--- config.mk ---
export PLATFORM = sky130hd
export DESIGN_NAME = iopm_top
export DESIGN_NICKNAME = d
export VERILOG_FILES = /design/src/rtl/iopm_pkg.sv /design/src/rtl/iopm_sync.sv /design/src/rtl/iopm_pad.sv /design/src/rtl/iopm_top.sv
export VERILOG_INCLUDE_DIRS = /design/src /design/src/rtl
export SDC_FILE = /design/constraint.sdc
export NUM_CORES = 1
export LEC_CHECK = 0
export BUFFER_PORTS_ARGS = -buffer_cell sky130_fd_sc_hd__buf_2
export CAP_MARGIN = 0
export CORE_MARGIN = 8
export CORE_UTILIZATION = 45
export DETAILED_ROUTE_END_ITERATION = 8
export PLACE_DENSITY = 0.68
export SETUP_SLACK_MARGIN = 0.02
export SLEW_MARGIN = 15
export SYNTH_ARGS = -nofsm -noshare
export SYNTH_HDL_FRONTEND = slang
export SYNTH_SLANG_ARGS = --single-unit
--- constraint.sdc ---
create_clock -name pclk -period 2.3 [get_ports pclk]
set_input_delay 0.23 -clock pclk [delete_from_list [all_inputs] [get_ports pclk]]
set_output_delay 0.23 -clock pclk [all_outputs]
set_load 0.02 [all_outputs]
--- src/rtl/iopm_cfg.svh ---
// Register map, field positions and reset values of the I/O port block.
// Included by the top module; definitions only.
`ifndef IOPM_CFG_SVH
`define IOPM_CFG_SVH

`define IOPM_ADDR_W          8
`define IOPM_DATA_W          32
`define IOPM_PORT_W          8
`define IOPM_MODE_W          16

`define IOPM_OFS_P1_OUT      8'h00
`define IOPM_OFS_P1_MODE     8'h04
`define IOPM_OFS_P3_OUT      8'h08
`define IOPM_OFS_P3_MODE     8'h0c
`define IOPM_OFS_P1_PIN      8'h10
`define IOPM_OFS_P3_PIN      8'h14
`define IOPM_OFS_IRQ_EN      8'h18
`define IOPM_OFS_ALT_CTL     8'h1c

`define IOPM_RST_OUT         8'hff
`define IOPM_RST_MODE        16'h0000
`define IOPM_RST_IRQ_EN      8'h00
`define IOPM_RST_ALT_CTL     3'h0

`define IOPM_ALT_W           3
`define IOPM_ALT_SPI_EN      0
`define IOPM_ALT_SPI_MASTER  1
`define IOPM_ALT_T0_PWM      2

`define IOPM_BIT_RST         3
`define IOPM_BIT_SS          4
`define IOPM_BIT_MOSI        5
`define IOPM_BIT_MISO        6
`define IOPM_BIT_SCK         7
`define IOPM_BIT_T0          4

`endif

--- src/rtl/iopm_pkg.sv ---
// Types shared by the I/O port block modules.
// Constants live in iopm_cfg.svh.
package iopm_pkg;

    typedef enum logic [1:0]
    {
        IOPM_QUASI  = 2'b00,
        IOPM_PUSH   = 2'b01,
        IOPM_INPUT  = 2'b10,
        IOPM_OPEN   = 2'b11
    } iopm_mode_type;

endpackage

--- src/rtl/iopm_sync.sv ---
// Two-flop synchroniser for a vector of pad levels.
// Assumes the inputs are asynchronous to pclk.
`timescale 1ns/1ps

module iopm_sync #(
    parameter int W = 8
) (
    input  wire logic         pclk,
    input  wire logic         presetn,
    input  wire logic [W-1:0] async_in,
    output logic      [W-1:0] sync_ff
);

    logic [W-1:0] meta_ff;
    logic [W-1:0] nxt_meta;
    logic [W-1:0] nxt_sync;

    always_comb
    begin
        nxt_meta = async_in;
        nxt_sync = meta_ff;
    end

    always_ff @(posedge pclk or negedge presetn)
    begin
        if (!presetn)
        begin
            meta_ff <= '1;
            sync_ff <= '1;
        end
        else
        begin
            meta_ff <= nxt_meta;
            sync_ff <= nxt_sync;
        end
    end

endmodule

--- src/rtl/iopm_pad.sv ---
// Output stage of one port pin for the four drive modes.
// Assumes the pad cell combines strong drive, enable and weak pull-up.
`timescale 1ns/1ps

module iopm_pad
    import iopm_pkg::*;
(
    input  wire logic    pclk,
    input  wire logic    presetn,
    input  iopm_mode_type mode,
    input  wire logic    dout,
    input  wire logic    force_in,
    output logic         pad_do_ff,
    output logic         pad_oe_ff,
    output logic         pad_wpu_ff
);

    iopm_mode_type eff_mode;
    logic          prev_ff;
    logic          nxt_prev;
    logic          nxt_do;
    logic          nxt_oe;
    logic          nxt_wpu;

    always_comb
    begin
        eff_mode = force_in ? IOPM_INPUT : mode;
        nxt_prev = dout;
        nxt_do   = 1'b0;
        nxt_oe   = 1'b0;
        nxt_wpu  = 1'b0;
        unique case (eff_mode)
            IOPM_QUASI:
            begin
                // Strong low, weak high, one-cycle strong boost on rising
                nxt_do  = dout;
                nxt_oe  = !dout || !prev_ff;
                nxt_wpu = dout;
            end
            IOPM_PUSH:
            begin
                nxt_do = dout;
                nxt_oe = 1'b1;
            end
            IOPM_INPUT:
            begin
                nxt_oe = 1'b0;
            end
            IOPM_OPEN:
            begin
                nxt_do = 1'b0;
                nxt_oe = !dout;
            end
        endcase
    end

    always_ff @(posedge pclk or negedge presetn)
    begin
        if (!presetn)
        begin
            prev_ff    <= 1'b1;
            pad_do_ff  <= 1'b0;
            pad_oe_ff  <= 1'b0;
            pad_wpu_ff <= 1'b0;
        end
        else
        begin
            prev_ff    <= nxt_prev;
            pad_do_ff  <= nxt_do;
            pad_oe_ff  <= nxt_oe;
            pad_wpu_ff <= nxt_wpu;
        end
    end

endmodule

--- src/rtl/iopm_top.sv ---
// Port 1 and port 3 pad logic with drive modes and pin multiplexing.
// Assumes an APB master on pclk; fuse and debug enables come from pclk logic.
// Summary of operation
// every pin has its own two-bit mode, chosen independently.
// input mode switches off both drivers; pad floats.
// push-pull mode drives pad high and low from the output value.
// open-drain mode pulls low on zero, releases pad on one.
// quasi mode gives weak pull-up and strong pull-down.
// all eight port 1 pins can be enabled as interrupt sources.
// port 1 bit n feeds general-purpose interrupt input n.
// master-out line is output as master, input as slave.
// serial clock line is output as master, input as slave.
// port 1 bit 3 is active-low reset input when reset fuse set.
// port 1 bit 3 carries debug serial clock when debug enabled.
// port 3 bit 4 is timer 0 count input or its PWM output.
// master-in line is input as master, output as slave.
// port 1 bit 4 supplies the serial slave-select input.
// alternate outputs reach the pad through the pin's mode stage.
`timescale 1ns/1ps
`include "iopm_cfg.svh"

module iopm_top
    import iopm_pkg::*;
(
    input  wire logic                     pclk,
    input  wire logic                     presetn,
    input  wire logic                     psel,
    input  wire logic                     penable,
    input  wire logic                     pwrite,
    input  wire logic [`IOPM_ADDR_W-1:0]  paddr,
    input  wire logic [`IOPM_DATA_W-1:0]  pwdata,
    output logic      [`IOPM_DATA_W-1:0]  prdata,
    output logic                          pready,
    output logic                          pslverr,
    input  wire logic [`IOPM_PORT_W-1:0]  port1_pin_in,
    output logic      [`IOPM_PORT_W-1:0]  port1_pad_out,
    output logic      [`IOPM_PORT_W-1:0]  port1_pad_oe,
    output logic      [`IOPM_PORT_W-1:0]  port1_pad_pullup,
    input  wire logic [`IOPM_PORT_W-1:0]  port3_pin_in,
    output logic      [`IOPM_PORT_W-1:0]  port3_pad_out,
    output logic      [`IOPM_PORT_W-1:0]  port3_pad_oe,
    output logic      [`IOPM_PORT_W-1:0]  port3_pad_pullup,
    input  wire logic                     reset_fuse_enable,
    input  wire logic                     onchip_debug_enable,
    input  wire logic                     spi_mosi_out,
    input  wire logic                     spi_sck_out,
    input  wire logic                     spi_miso_out,
    input  wire logic                     timer0_pwm_out,
    output logic                          spi_mosi_in,
    output logic                          spi_sck_in,
    output logic                          spi_miso_in,
    output logic                          spi_ss_n,
    output logic                          ext_reset_n,
    output logic                          debug_serial_clock,
    output logic                          timer0_count_in,
    output logic      [`IOPM_PORT_W-1:0]  gp_irq_in
);

    // Register state
    logic [`IOPM_PORT_W-1:0] p1_out_ff;
    logic [`IOPM_MODE_W-1:0] p1_mode_ff;
    logic [`IOPM_PORT_W-1:0] p3_out_ff;
    logic [`IOPM_MODE_W-1:0] p3_mode_ff;
    logic [`IOPM_PORT_W-1:0] irq_en_ff;
    logic [`IOPM_ALT_W-1:0]  alt_ctl_ff;
    logic [`IOPM_DATA_W-1:0] prdata_ff;
    logic                    pready_ff;
    logic                    pslverr_ff;
    logic [`IOPM_PORT_W-1:0] nxt_p1_out;
    logic [`IOPM_MODE_W-1:0] nxt_p1_mode;
    logic [`IOPM_PORT_W-1:0] nxt_p3_out;
    logic [`IOPM_MODE_W-1:0] nxt_p3_mode;
    logic [`IOPM_PORT_W-1:0] nxt_irq_en;
    logic [`IOPM_ALT_W-1:0]  nxt_alt_ctl;
    logic [`IOPM_DATA_W-1:0] nxt_prdata;
    logic                    nxt_pready;
    logic                    nxt_pslverr;

    // Synchronised pad levels
    logic [`IOPM_PORT_W-1:0] p1_sync;
    logic [`IOPM_PORT_W-1:0] p3_sync;

    // Alternate-function inputs to the peripherals
    logic                    mosi_in_ff;
    logic                    sck_in_ff;
    logic                    miso_in_ff;
    logic                    ss_n_ff;
    logic                    ext_rst_n_ff;
    logic                    dbg_clk_ff;
    logic                    t0_in_ff;
    logic [`IOPM_PORT_W-1:0] gp_irq_ff;
    logic                    nxt_mosi_in;
    logic                    nxt_sck_in;
    logic                    nxt_miso_in;
    logic                    nxt_ss_n;
    logic                    nxt_ext_rst_n;
    logic                    nxt_dbg_clk;
    logic                    nxt_t0_in;
    logic [`IOPM_PORT_W-1:0] nxt_gp_irq;

    // Pad steering
    logic [`IOPM_PORT_W-1:0] p1_dout;
    logic [`IOPM_PORT_W-1:0] p1_force;
    logic [`IOPM_PORT_W-1:0] p3_dout;
    logic [`IOPM_PORT_W-1:0] p3_force;

    logic                    spi_en;
    logic                    spi_master;
    logic                    t0_pwm;
    logic                    setup_ph;
    logic                    wr_access;

    assign spi_en     = alt_ctl_ff[`IOPM_ALT_SPI_EN];
    assign spi_master = alt_ctl_ff[`IOPM_ALT_SPI_MASTER];
    assign t0_pwm     = alt_ctl_ff[`IOPM_ALT_T0_PWM];
    assign setup_ph   = psel && !penable;
    assign wr_access  = psel && penable && pready_ff && pwrite;

    iopm_sync #(
        .W(`IOPM_PORT_W)
    ) u_sync_p1 (
        .pclk     (pclk),
        .presetn  (presetn),
        .async_in (port1_pin_in),
        .sync_ff  (p1_sync)
    );

    iopm_sync #(
        .W(`IOPM_PORT_W)
    ) u_sync_p3 (
        .pclk     (pclk),
        .presetn  (presetn),
        .async_in (port3_pin_in),
        .sync_ff  (p3_sync)
    );

    // APB slave: no wait state, answer registered in the setup cycle
    always_comb
    begin
        nxt_p1_out  = p1_out_ff;
        nxt_p1_mode = p1_mode_ff;
        nxt_p3_out  = p3_out_ff;
        nxt_p3_mode = p3_mode_ff;
        nxt_irq_en  = irq_en_ff;
        nxt_alt_ctl = alt_ctl_ff;
        nxt_prdata  = prdata_ff;
        nxt_pready  = 1'b0;
        nxt_pslverr = 1'b0;
        if (setup_ph)
        begin
            nxt_pready = 1'b1;
            nxt_prdata = '0;
            unique case (paddr)
                `IOPM_OFS_P1_OUT:  nxt_prdata[`IOPM_PORT_W-1:0] = p1_out_ff;
                `IOPM_OFS_P1_MODE: nxt_prdata[`IOPM_MODE_W-1:0] = p1_mode_ff;
                `IOPM_OFS_P3_OUT:  nxt_prdata[`IOPM_PORT_W-1:0] = p3_out_ff;
                `IOPM_OFS_P3_MODE: nxt_prdata[`IOPM_MODE_W-1:0] = p3_mode_ff;
                `IOPM_OFS_P1_PIN:  nxt_prdata[`IOPM_PORT_W-1:0] = p1_sync;
                `IOPM_OFS_P3_PIN:  nxt_prdata[`IOPM_PORT_W-1:0] = p3_sync;
                `IOPM_OFS_IRQ_EN:  nxt_prdata[`IOPM_PORT_W-1:0] = irq_en_ff;
                `IOPM_OFS_ALT_CTL: nxt_prdata[`IOPM_ALT_W-1:0]  = alt_ctl_ff;
                default:           nxt_pslverr = 1'b1;
            endcase
        end
        else if (psel && penable && !pready_ff)
        begin
            nxt_pready  = 1'b1;
            nxt_pslverr = pslverr_ff;
        end
        if (wr_access)
        begin
            unique case (paddr)
                `IOPM_OFS_P1_OUT:  nxt_p1_out  = pwdata[`IOPM_PORT_W-1:0];
                `IOPM_OFS_P1_MODE: nxt_p1_mode = pwdata[`IOPM_MODE_W-1:0];
                `IOPM_OFS_P3_OUT:  nxt_p3_out  = pwdata[`IOPM_PORT_W-1:0];
                `IOPM_OFS_P3_MODE: nxt_p3_mode = pwdata[`IOPM_MODE_W-1:0];
                `IOPM_OFS_IRQ_EN:  nxt_irq_en  = pwdata[`IOPM_PORT_W-1:0];
                `IOPM_OFS_ALT_CTL: nxt_alt_ctl = pwdata[`IOPM_ALT_W-1:0];
                default:           nxt_p1_out  = p1_out_ff;
            endcase
        end
    end

    always_ff @(posedge pclk or negedge presetn)
    begin
        if (!presetn)
        begin
            p1_out_ff  <= `IOPM_RST_OUT;
            p1_mode_ff <= `IOPM_RST_MODE;
            p3_out_ff  <= `IOPM_RST_OUT;
            p3_mode_ff <= `IOPM_RST_MODE;
            irq_en_ff  <= `IOPM_RST_IRQ_EN;
            alt_ctl_ff <= `IOPM_RST_ALT_CTL;
            prdata_ff  <= '0;
            pready_ff  <= 1'b0;
            pslverr_ff <= 1'b0;
        end
        else
        begin
            p1_out_ff  <= nxt_p1_out;
            p1_mode_ff <= nxt_p1_mode;
            p3_out_ff  <= nxt_p3_out;
            p3_mode_ff <= nxt_p3_mode;
            irq_en_ff  <= nxt_irq_en;
            alt_ctl_ff <= nxt_alt_ctl;
            prdata_ff  <= nxt_prdata;
            pready_ff  <= nxt_pready;
            pslverr_ff <= nxt_pslverr;
        end
    end

    // Pin multiplexing: which source drives each pad, which pads are inputs
    always_comb
    begin
        p1_dout  = p1_out_ff;
        p1_force = '0;
        p3_dout  = p3_out_ff;
        p3_force = '0;
        if (spi_en)
        begin
            if (spi_master)
            begin
                p1_dout[`IOPM_BIT_MOSI]  = spi_mosi_out;
                p1_dout[`IOPM_BIT_SCK]   = spi_sck_out;
                p1_force[`IOPM_BIT_MISO] = 1'b1;
            end
            else
            begin
                p1_force[`IOPM_BIT_MOSI] = 1'b1;
                p1_force[`IOPM_BIT_SCK]  = 1'b1;
                p1_dout[`IOPM_BIT_MISO]  = spi_miso_out;
            end
            p1_force[`IOPM_BIT_SS] = 1'b1;
        end
        if (reset_fuse_enable || onchip_debug_enable)
        begin
            p1_force[`IOPM_BIT_RST] = 1'b1;
        end
        if (t0_pwm)
        begin
            p3_dout[`IOPM_BIT_T0] = timer0_pwm_out;
        end
    end

    genvar gi;
    generate
        for (gi = 0; gi < `IOPM_PORT_W; gi++)
        begin : g_pin
            iopm_pad u_pad_p1 (
                .pclk       (pclk),
                .presetn    (presetn),
                .mode       (iopm_mode_type'(p1_mode_ff[2*gi +: 2])),
                .dout       (p1_dout[gi]),
                .force_in   (p1_force[gi]),
                .pad_do_ff  (port1_pad_out[gi]),
                .pad_oe_ff  (port1_pad_oe[gi]),
                .pad_wpu_ff (port1_pad_pullup[gi])
            );
            iopm_pad u_pad_p3 (
                .pclk       (pclk),
                .presetn    (presetn),
                .mode       (iopm_mode_type'(p3_mode_ff[2*gi +: 2])),
                .dout       (p3_dout[gi]),
                .force_in   (p3_force[gi]),
                .pad_do_ff  (port3_pad_out[gi]),
                .pad_oe_ff  (port3_pad_oe[gi]),
                .pad_wpu_ff (port3_pad_pullup[gi])
            );
        end
    endgenerate

    // Inputs delivered to the peripherals; idle high when not selected, except debug clock and interrupts, which idle low, and timer count, which is ungated
    always_comb
    begin
        nxt_mosi_in   = p1_sync[`IOPM_BIT_MOSI] || !spi_en || spi_master;
        nxt_sck_in    = p1_sync[`IOPM_BIT_SCK] || !spi_en || spi_master;
        nxt_miso_in   = p1_sync[`IOPM_BIT_MISO] || !spi_en || !spi_master;
        nxt_ss_n      = p1_sync[`IOPM_BIT_SS] || !spi_en;
        nxt_ext_rst_n = p1_sync[`IOPM_BIT_RST] || !reset_fuse_enable;
        nxt_dbg_clk   = p1_sync[`IOPM_BIT_RST] && onchip_debug_enable;
        nxt_t0_in     = p3_sync[`IOPM_BIT_T0];
        nxt_gp_irq    = p1_sync & irq_en_ff;
    end

    always_ff @(posedge pclk or negedge presetn)
    begin
        if (!presetn)
        begin
            mosi_in_ff   <= 1'b1;
            sck_in_ff    <= 1'b1;
            miso_in_ff   <= 1'b1;
            ss_n_ff      <= 1'b1;
            ext_rst_n_ff <= 1'b1;
            dbg_clk_ff   <= 1'b0;
            t0_in_ff     <= 1'b1;
            gp_irq_ff    <= '0;
        end
        else
        begin
            mosi_in_ff   <= nxt_mosi_in;
            sck_in_ff    <= nxt_sck_in;
            miso_in_ff   <= nxt_miso_in;
            ss_n_ff      <= nxt_ss_n;
            ext_rst_n_ff <= nxt_ext_rst_n;
            dbg_clk_ff   <= nxt_dbg_clk;
            t0_in_ff     <= nxt_t0_in;
            gp_irq_ff    <= nxt_gp_irq;
        end
    end

    assign prdata             = prdata_ff;
    assign pready             = pready_ff;
    assign pslverr            = pslverr_ff;
    assign spi_mosi_in        = mosi_in_ff;
    assign spi_sck_in         = sck_in_ff;
    assign spi_miso_in        = miso_in_ff;
    assign spi_ss_n           = ss_n_ff;
    assign ext_reset_n        = ext_rst_n_ff;
    assign debug_serial_clock = dbg_clk_ff;
    assign timer0_count_in    = t0_in_ff;
    assign gp_irq_in          = gp_irq_ff;

endmodule

==> results.rst, run 1 <==
.. list-table::
   :header-rows: 1

   * - Metric
     - Value
   * - Non-filler instance count after layout
     - around 940
   * - Most frequent cells in the layout
     - 130 x sky130_fd_sc_hd__buf_2, 118 x sky130_fd_sc_hd__dfrtp_1, 70 x sky130_fd_sc_hd__dfstp_2
   * - Async set-or-reset flop fraction in the synthesized netlist
     - 1.00
   * - Slew @ Worst Pin
     - 0.834 ns
   * - Number of inserted filler cells in the final layout
     - roughly 1,400
   * - Netlist area before placement
     - 0.00759 sq mm
   * - Slew Limit Fails
     - 0
   * - Total Negative Setup Slacks
     - 0 ns
   * - Effective utilization at floorplan
     - 0.460
   * - Number of setup buffers added after CTS
     - 0
   * - Antenna violations before repair
     - 1
   * - Synthesized area per cell
     - roughly 13 sq um
   * - Vias in the first global route
     - about 5,000
   * - CP Data Arrival Time
     - roughly 2.3 ns
   * - Synthesis Warnings
     - 0
   * - Grt total ovfl
     - 0
   * - Count of flip-flops with a built-in enable after synthesis
     - 0
   * - Number of CTS-inserted buffers
     - 17
   * - Later-pin clock latency in the skew report
     - 0.43 ns
   * - Multi-input logic area
     - between 0.002 and 0.0025 sq mm
   * - Final weighted congestion in routability-driven placement
     - 0.860
   * - First-pass iteration count of the detailed router
     - 4
   * - Worst setup endpoint
     - p3_out_ff[6]$_DFFE_PN1P_
   * - Wire length of the first global-routing pass
     - between 20,000 and 30,000 um
   * - Kind of end point of the critical path
     - register
   * - FP Rows
     - 47
   * - Post-CTS Resized
     - 0
   * - Peak supply drop
     - 0.508 mV
   * - Post-place setup slack
     - around 0.13 ns
   * - Horizontal extent of the die
     - ~150 um
   * - Reg2reg setup slack
     - 0.36 ns
   * - Overall die height
     - ~150 um
   * - Largest net degree at the start of global routing
     - 58
   * - Area of all sequential standard cells
     - between 0.004 and 0.005 sq mm
   * - Number of clock sinks
     - between 150 and 200
   * - Crit path launch
     - pready$_DFF_PN0_
   * - Unrepaired setup endpoints after global routing
     - false
   * - Mean routed wirelength per cell
     - approximately 18 um
   * - # nets final
     - roughly 770
   * - Number of distinct library cells after synthesis
     - 50
   * - Cells on Worst Hold Path
     - 3
   * - Critical path's largest stage delay
     - about 0.42 ns
   * - Maximum clock frequency
     - slightly above 500 MHz
   * - Clock-pin slew on the worst setup and hold paths
     - ~0.06 ns
   * - Clock Path Buffers
     - 2
   * - Synthesized instance count
     - 577
   * - Number of design rule violations left after detail routing
     - 0
   * - Number of vias per cell
     - ~5
   * - Core area
     - 0.0165 sq mm
   * - Clk root buf
     - sky130_fd_sc_hd__clkbuf_16
   * - List of cells traversed by the critical path
     - nand4_1 > or3_4 > or3b_1 > buf_4 > mux2_4
   * - Antenna diode count
     - 0
   * - Logic depth of the worst register-to-register path
     - 5
   * - Synthesized flop and latch total
     - about 190
   * - Critical-path maximum fanout
     - 5
   * - Final period utilization
     - 0.843
   * - Port-buffer cells
     - roughly 130
   * - Aggregate global-route resource usage
     - 0.167
   * - RR Startpoint
     - pready$_DFF_PN0_
   * - Power per standard cell area
     - slightly below 800 mW/mm^2
   * - Ys flop type
     - sky130_fd_sc_hd__dfrtp_1
   * - Crit Reg-Reg Endpoint
     - p3_out_ff[6]$_DFFE_PN1P_
   * - CTS tree
     - done
   * - Placed Instances
     - between 800 and 900
   * - Static leakage power
     - about 4.3 nW
   * - Worst-case headroom to the max-slew limit
     - 0.444
   * - Via count
     - 4,734
   * - Hpwl dp
     - roughly 13,000 um
   * - P&R area growth vs syn
     - 19.7%
   * - Top-Level Pins
     - approximately 160
   * - Startpoint type of the worst setup path
     - register
   * - Final setup violation count
     - 0
   * - DR iter-0 viols
     - approximately 310
   * - Worst EP required
     - ~2.7 ns
   * - Aggregate routed wire length
     - around 17,000 um
   * - Period minus WS final
     - between 1.5 and 2 ns
   * - Share of the yosys chip area belonging to registers
     - 0.631
   * - # H-tree levels
     - 4
   * - Max Cap Violations
     - 0
   * - Number of nets with antenna violations after detailed routing
     - 0
   * - Hold Violations, Final
     - 0
   * - Fraction of final layout cells sized beyond drive strength 1
     - 0.464
   * - Die Footprint
     - 0.0213 sq mm
   * - Worst Path Class, Setup
     - reg2reg
   * - Path class of the lowest-slack min-delay path
     - in2reg
   * - Outcome
     - finished clean
   * - Layout Skew
     - between 0.007 and 0.008 ns
   * - Critical path's slowest cell
     - sky130_fd_sc_hd__or3b_1
   * - Commonest non-fill, non-tap cell in the layout
     - sky130_fd_sc_hd__buf_2
   * - Worst setup slack after layout
     - between 0.3 and 0.4 ns
## critical path: cells and delay by family (launching register included)
| family | cells | cell delay [ns] |
|---|---|---|
| flip-flops | 1 | 0.37 |
| AND/OR/NAND/NOR | 3 | 1.01 |
| buffers and inverters | 1 | 0.19 |
| multiplexers | 1 | 0.30 |
## cell type report
class,instances,area share
multi-input cells,304,0.246
clock inverters,10,0.0161
flip-flops and latches,188,0.527
inverters,17,0.00702
repair buffers,174,0.118
well taps,220,0.0303
clock buffers,22,0.0559
## cells in the mapped netlist (2+ instances only)
master                      instances  area, sq um
sky130_fd_sc_hd__nor2b_1           18          113
sky130_fd_sc_hd__a21oi_1           23          115
sky130_fd_sc_hd__clkbuf_1          15         56.3
sky130_fd_sc_hd__buf_6              2         22.5
sky130_fd_sc_hd__nand2_1           25         93.8
sky130_fd_sc_hd__inv_1             17         63.8
sky130_fd_sc_hd__o21ai_0           12         60.1
sky130_fd_sc_hd__a222oi_1           5         50.1
sky130_fd_sc_hd__nand4_1            3         18.8
sky130_fd_sc_hd__nor3b_1            2         15.0
sky130_fd_sc_hd__nand3b_1           2         15.0
sky130_fd_sc_hd__a221oi_1           9         78.8
sky130_fd_sc_hd__a32oi_1            5         43.8
sky130_fd_sc_hd__nand3_1            2         10.0
sky130_fd_sc_hd__mux2_2            45          507
sky130_fd_sc_hd__o221a_2            4         45.0
sky130_fd_sc_hd__a22oi_1            6         45.0
sky130_fd_sc_hd__or3_1              2         12.5
sky130_fd_sc_hd__buf_4             65          488
sky130_fd_sc_hd__a31oi_1            3         18.8
sky130_fd_sc_hd__nand2b_1          10         62.6
sky130_fd_sc_hd__mux2_4            16          240
sky130_fd_sc_hd__nor2_1            34          128
sky130_fd_sc_hd__nor3_1             9         45.0
sky130_fd_sc_hd__dfstp_2           70         1840
sky130_fd_sc_hd__and2_1            12         75.1
sky130_fd_sc_hd__a2bb2oi_1          6         52.6
sky130_fd_sc_hd__nor4b_1            2         17.5
sky130_fd_sc_hd__dfrtp_1          118         2950
sky130_fd_sc_hd__nor4_1             4         25.0
sky130_fd_sc_hd__mux2i_1            9         90.1
sky130_fd_sc_hd__or2_2              4         25.0
## cell families (layout without fill, tap and decap cells)
logic type             count (synthesis)  in the layout  synth area share
AOI/OAI and AO/OA                     79             79            0.0731
and+or+nand+nor                      138            138            0.0985
other                                  1             16          0.000494
buffers and inverters                100            223            0.0837
DFF                                  188            188             0.631
muxes                                 71             71             0.113
## power by group
part / leakage, nW / total, mW / internal (mW) / switching [mW]
combinational: 1.76 / 0.402 / 0.148 / 0.254
sequential: 2.24 / 3.44 / 3.40 / 0.0360
clock: 0.317 / 3.14 / 1.92 / 1.23
## per-stage QoR
stage | utilization | instance area (sq um) | power [mW] | hold WS (ns)
global route | 0.550 | 9090 | 7.24 | 0.0351
finish | 0.550 | 9090 | 6.98 | 0.0341
global placement | 0.499 | 8250 | 3.87 | 0.224
floorplan | - | 7650 | 3.69 | -0.0656
detailed placement | 0.499 | 8250 | 3.88 | 0.230
CTS | 0.550 | 9090 | 7.07 | 0.00818
## how the worst min path moves through the flow
stage                    from                        end  slack [ns]
finish              pwdata[8]  p1_mode_ff[8]$_DFFE_PN0P_        0.03
global route        pwdata[8]  p3_mode_ff[8]$_DFFE_PN0P_        0.04
CTS                 pwdata[8]  p1_mode_ff[8]$_DFFE_PN0P_       0.008
detailed placement    presetn     gp_irq_in[0]$_DFF_PN0_        0.23
global placement      presetn     gp_irq_in[0]$_DFF_PN0_        0.22
floorplan             presetn  alt_ctl_ff[0]$_DFFE_PN0P_       -0.07
## repair_timing
action,4_1_cts,5_1_grt
endpoints found under the setup margin,0,0
endpoints found under the hold margin,48,0
hold buffers,19,0
## per-layer routing
metal	up-vias	wire (um)	part of all wire	track usage
met1	2363	7200	0.42	0.195
met4	2	270	0.016	0.0609
li1	2179	-	-	-
met5	-	13	0.00076	0
met3	23	1480	0.086	0.0687
met2	167	8240	0.48	0.271
Power figures use the tool's default switching activity.
==> inputs of run 2 (changes only) <==
==> constraint.sdc (replaced) <==
create_clock -name pclk -period 1.89 [get_ports pclk]
set_input_delay 0.189 -clock pclk [delete_from_list [all_inputs] [get_ports pclk]]
set_output_delay 0.189 -clock pclk [all_outputs]
set_load 0.02 [all_outputs]
==> results.rst, run 2 (synthesis gave the netlist of run 1 again) <==
.. list-table::
   :header-rows: 1

   * - Metric
     - Value
   * - Aggregate routed wire length
     - 18,200 um
   * - Slew @ Worst Pin
     - slightly below 0.6 ns
   * - Fraction of final layout cells sized beyond drive strength 1
     - 0.474
   * - Die Footprint
     - 0.0213 sq mm
   * - Horizontal extent of the die
     - ~150 um
   * - Logic depth of the worst register-to-register path
     - 4
   * - Hpwl dp
     - around 13,000 um
   * - Worst EP required
     - 2.25 ns
   * - Number of design rule violations left after detail routing
     - 0
   * - DR iter-0 viols
     - approximately 360
   * - Most frequent cells in the layout
     - 130 x sky130_fd_sc_hd__buf_2, 118 x sky130_fd_sc_hd__dfrtp_1, 70 x sky130_fd_sc_hd__dfstp_2
   * - Clk root buf
     - sky130_fd_sc_hd__clkbuf_16
   * - Number of inserted filler cells in the final layout
     - 1,387
   * - Period minus WS final
     - 1.88 ns
   * - FP Rows
     - 47
   * - Hold slack
     - 0.0284 ns
   * - Static leakage power
     - around 4.4 nW
   * - Antenna violations before repair
     - 1
   * - Crit path max-delay family
     - simple AND/OR/NAND/NOR gates
   * - Critical-path maximum fanout
     - 8
   * - Critical path's slowest cell
     - sky130_fd_sc_hd__or4_4
   * - Power per standard cell area
     - 904 mW/mm^2
   * - Critical path's largest stage delay
     - approximately 0.54 ns
   * - Largest net degree at the start of global routing
     - 55
   * - Worst path buffer plus inverter count
     - 0
   * - Worst-case headroom to the max-slew limit
     - 0.608
   * - Clock Path Buffers
     - 2
   * - Worst setup slack after layout
     - 0.00777 ns
   * - Vias in the first global route
     - approximately 5,200
   * - CP Data Arrival Time
     - approximately 2.2 ns
   * - Worst min-delay path endpoint
     - p3_mode_ff[15]$_DFFE_PN0P_
   * - Later-pin clock latency in the skew report
     - 0.43 ns
   * - Port-buffer cells
     - ~130
   * - Final period utilization
     - 0.996
   * - Core area
     - 0.0165 sq mm
   * - # H-tree levels
     - 4
   * - List of cells traversed by the critical path
     - nand4_1 > or3_4 > or4_4 > mux2_4
   * - Path class of the lowest-slack min-delay path
     - in2reg
   * - Crit Reg-Reg Endpoint
     - p1_out_ff[5]$_DFFE_PN1P_
   * - Via count
     - 4,908
   * - Number of clock sinks
     - approximately 190
   * - Peak supply drop
     - ~0.73 mV
   * - Number of CTS-inserted buffers
     - 17
   * - Mean routed wirelength per cell
     - between 15 and 20 um
   * - Top-Level Pins
     - between 150 and 200
   * - Hold path startpoint
     - pwdata[15]
   * - Clock-pin slew on the worst setup and hold paths
     - roughly 0.07 ns
   * - Layout Skew
     - between 0.008 and 0.009 ns
   * - P&R area growth vs syn
     - 21.3%
   * - Cells on Worst Hold Path
     - 2
   * - Slew Limit Fails
     - 0
   * - Grt total ovfl
     - 0
   * - Commonest non-fill, non-tap cell in the layout
     - sky130_fd_sc_hd__buf_2
   * - Worst Path Class, Setup
     - reg2reg
   * - Final setup violation count
     - 0
   * - Hold Violations, Final
     - 0
   * - Kind of end point of the critical path
     - register
   * - Total Negative Setup Slacks
     - 0 ns
   * - Max Cap Violations
     - 0
   * - Final weighted congestion in routability-driven placement
     - approximately 0.86
   * - Unrepaired setup endpoints after global routing
     - true
   * - # nets final
     - around 790
   * - Number of nets with antenna violations after detailed routing
     - 0
   * - First-pass iteration count of the detailed router
     - 7
   * - Aggregate global-route resource usage
     - 0.174
   * - Wire length of the first global-routing pass
     - 28,800 um
   * - Reg2reg setup slack
     - 0.008 ns
   * - Number of setup buffers added after CTS
     - 0
   * - Outcome
     - finished clean
   * - Startpoint type of the worst setup path
     - register
   * - Maximum clock frequency
     - around 530 MHz
   * - CTS tree
     - done
   * - Post-place setup slack
     - -0.176 ns
   * - Number of vias per cell
     - 5.15
   * - Overall die height
     - 146 um
   * - Effective utilization at floorplan
     - 0.460
   * - RR Startpoint
     - pready$_DFF_PN0_
run 2: cell count changes in the layout (fill, tap and decap cells not counted), sizes merged:
cell / delta
buf: +14
dlygate4sd3: +3
bufinv: -2
clkbuf: +1
clkinv: +1
diode: +1
run 2: report_power, final:
part           internal [mW]  leakage, nW  switching (mW)
logic                  0.200         1.84           0.322
clock network           2.10        0.301            1.52
registers               4.14         2.24          0.0464
total                   6.44         4.39            1.88
run 2: final cells by class:
class	instances	area (sq um)	area share
timing repair buffer	191	1220	0.133
sequential	188	4790	0.520
multi-input combinational	304	2240	0.243
tap	220	275	0.0299
antenna	1	2.50	0.000272
clock inverter	9	96.3	0.0105
inverter	17	63.8	0.00693
clock buffer	23	520	0.0565
run 2: per-stage QoR:
stage | util | instance area [sq um] | power, mW | std cells
6_report | 0.557 | 9210 | 8.33 | 953
5_1_grt | 0.557 | 9210 | 8.62 | 953
4_1_cts | 0.557 | 9210 | 8.40 | 952
3_5_place_dp | 0.506 | 8370 | 4.75 | 898
3_3_place_gp | 0.506 | 8370 | 4.73 | 898
2_1_floorplan | - | 7660 | 4.49 | 592
run 2: what timing repair did:
item / CTS / global route
endpoints found under the hold margin: 63 / 0
gates resized for setup: 1 / 0
hold buffers: 22 / 0
cloned: 0 / 0
setup endpoints to repair: 15 / 16
run 2: how the worst max path moves through the flow:
| stage | startpoint | slack, ns | cells after the start | to |
|---|---|---|---|---|
| 5_1_grt | pready$_DFF_PN0_ | -0.03 | 4 | p1_out_ff[5]$_DFFE_PN1P_ |
| 2_1_floorplan | paddr[7] | -0.14 | 6 | p1_out_ff[0]$_DFFE_PN1P_ |
| 3_5_place_dp | paddr[7] | -0.18 | 5 | p1_out_ff[5]$_DFFE_PN1P_ |
| 6_report | pready$_DFF_PN0_ | 0.008 | 4 | p1_out_ff[5]$_DFFE_PN1P_ |
| 3_3_place_gp | paddr[7] | -0.16 | 6 | p3_out_ff[7]$_DFFE_PN1P_ |
| 4_1_cts | pready$_DFF_PN0_ | 0.003 | 4 | p1_out_ff[5]$_DFFE_PN1P_ |
run 2: layer usage:
metal  routed length [um]  track usage
met3                 1280       0.0569
met2                 8940        0.280
met4                  219       0.0640
met5                    0            0
met1                 7750        0.214
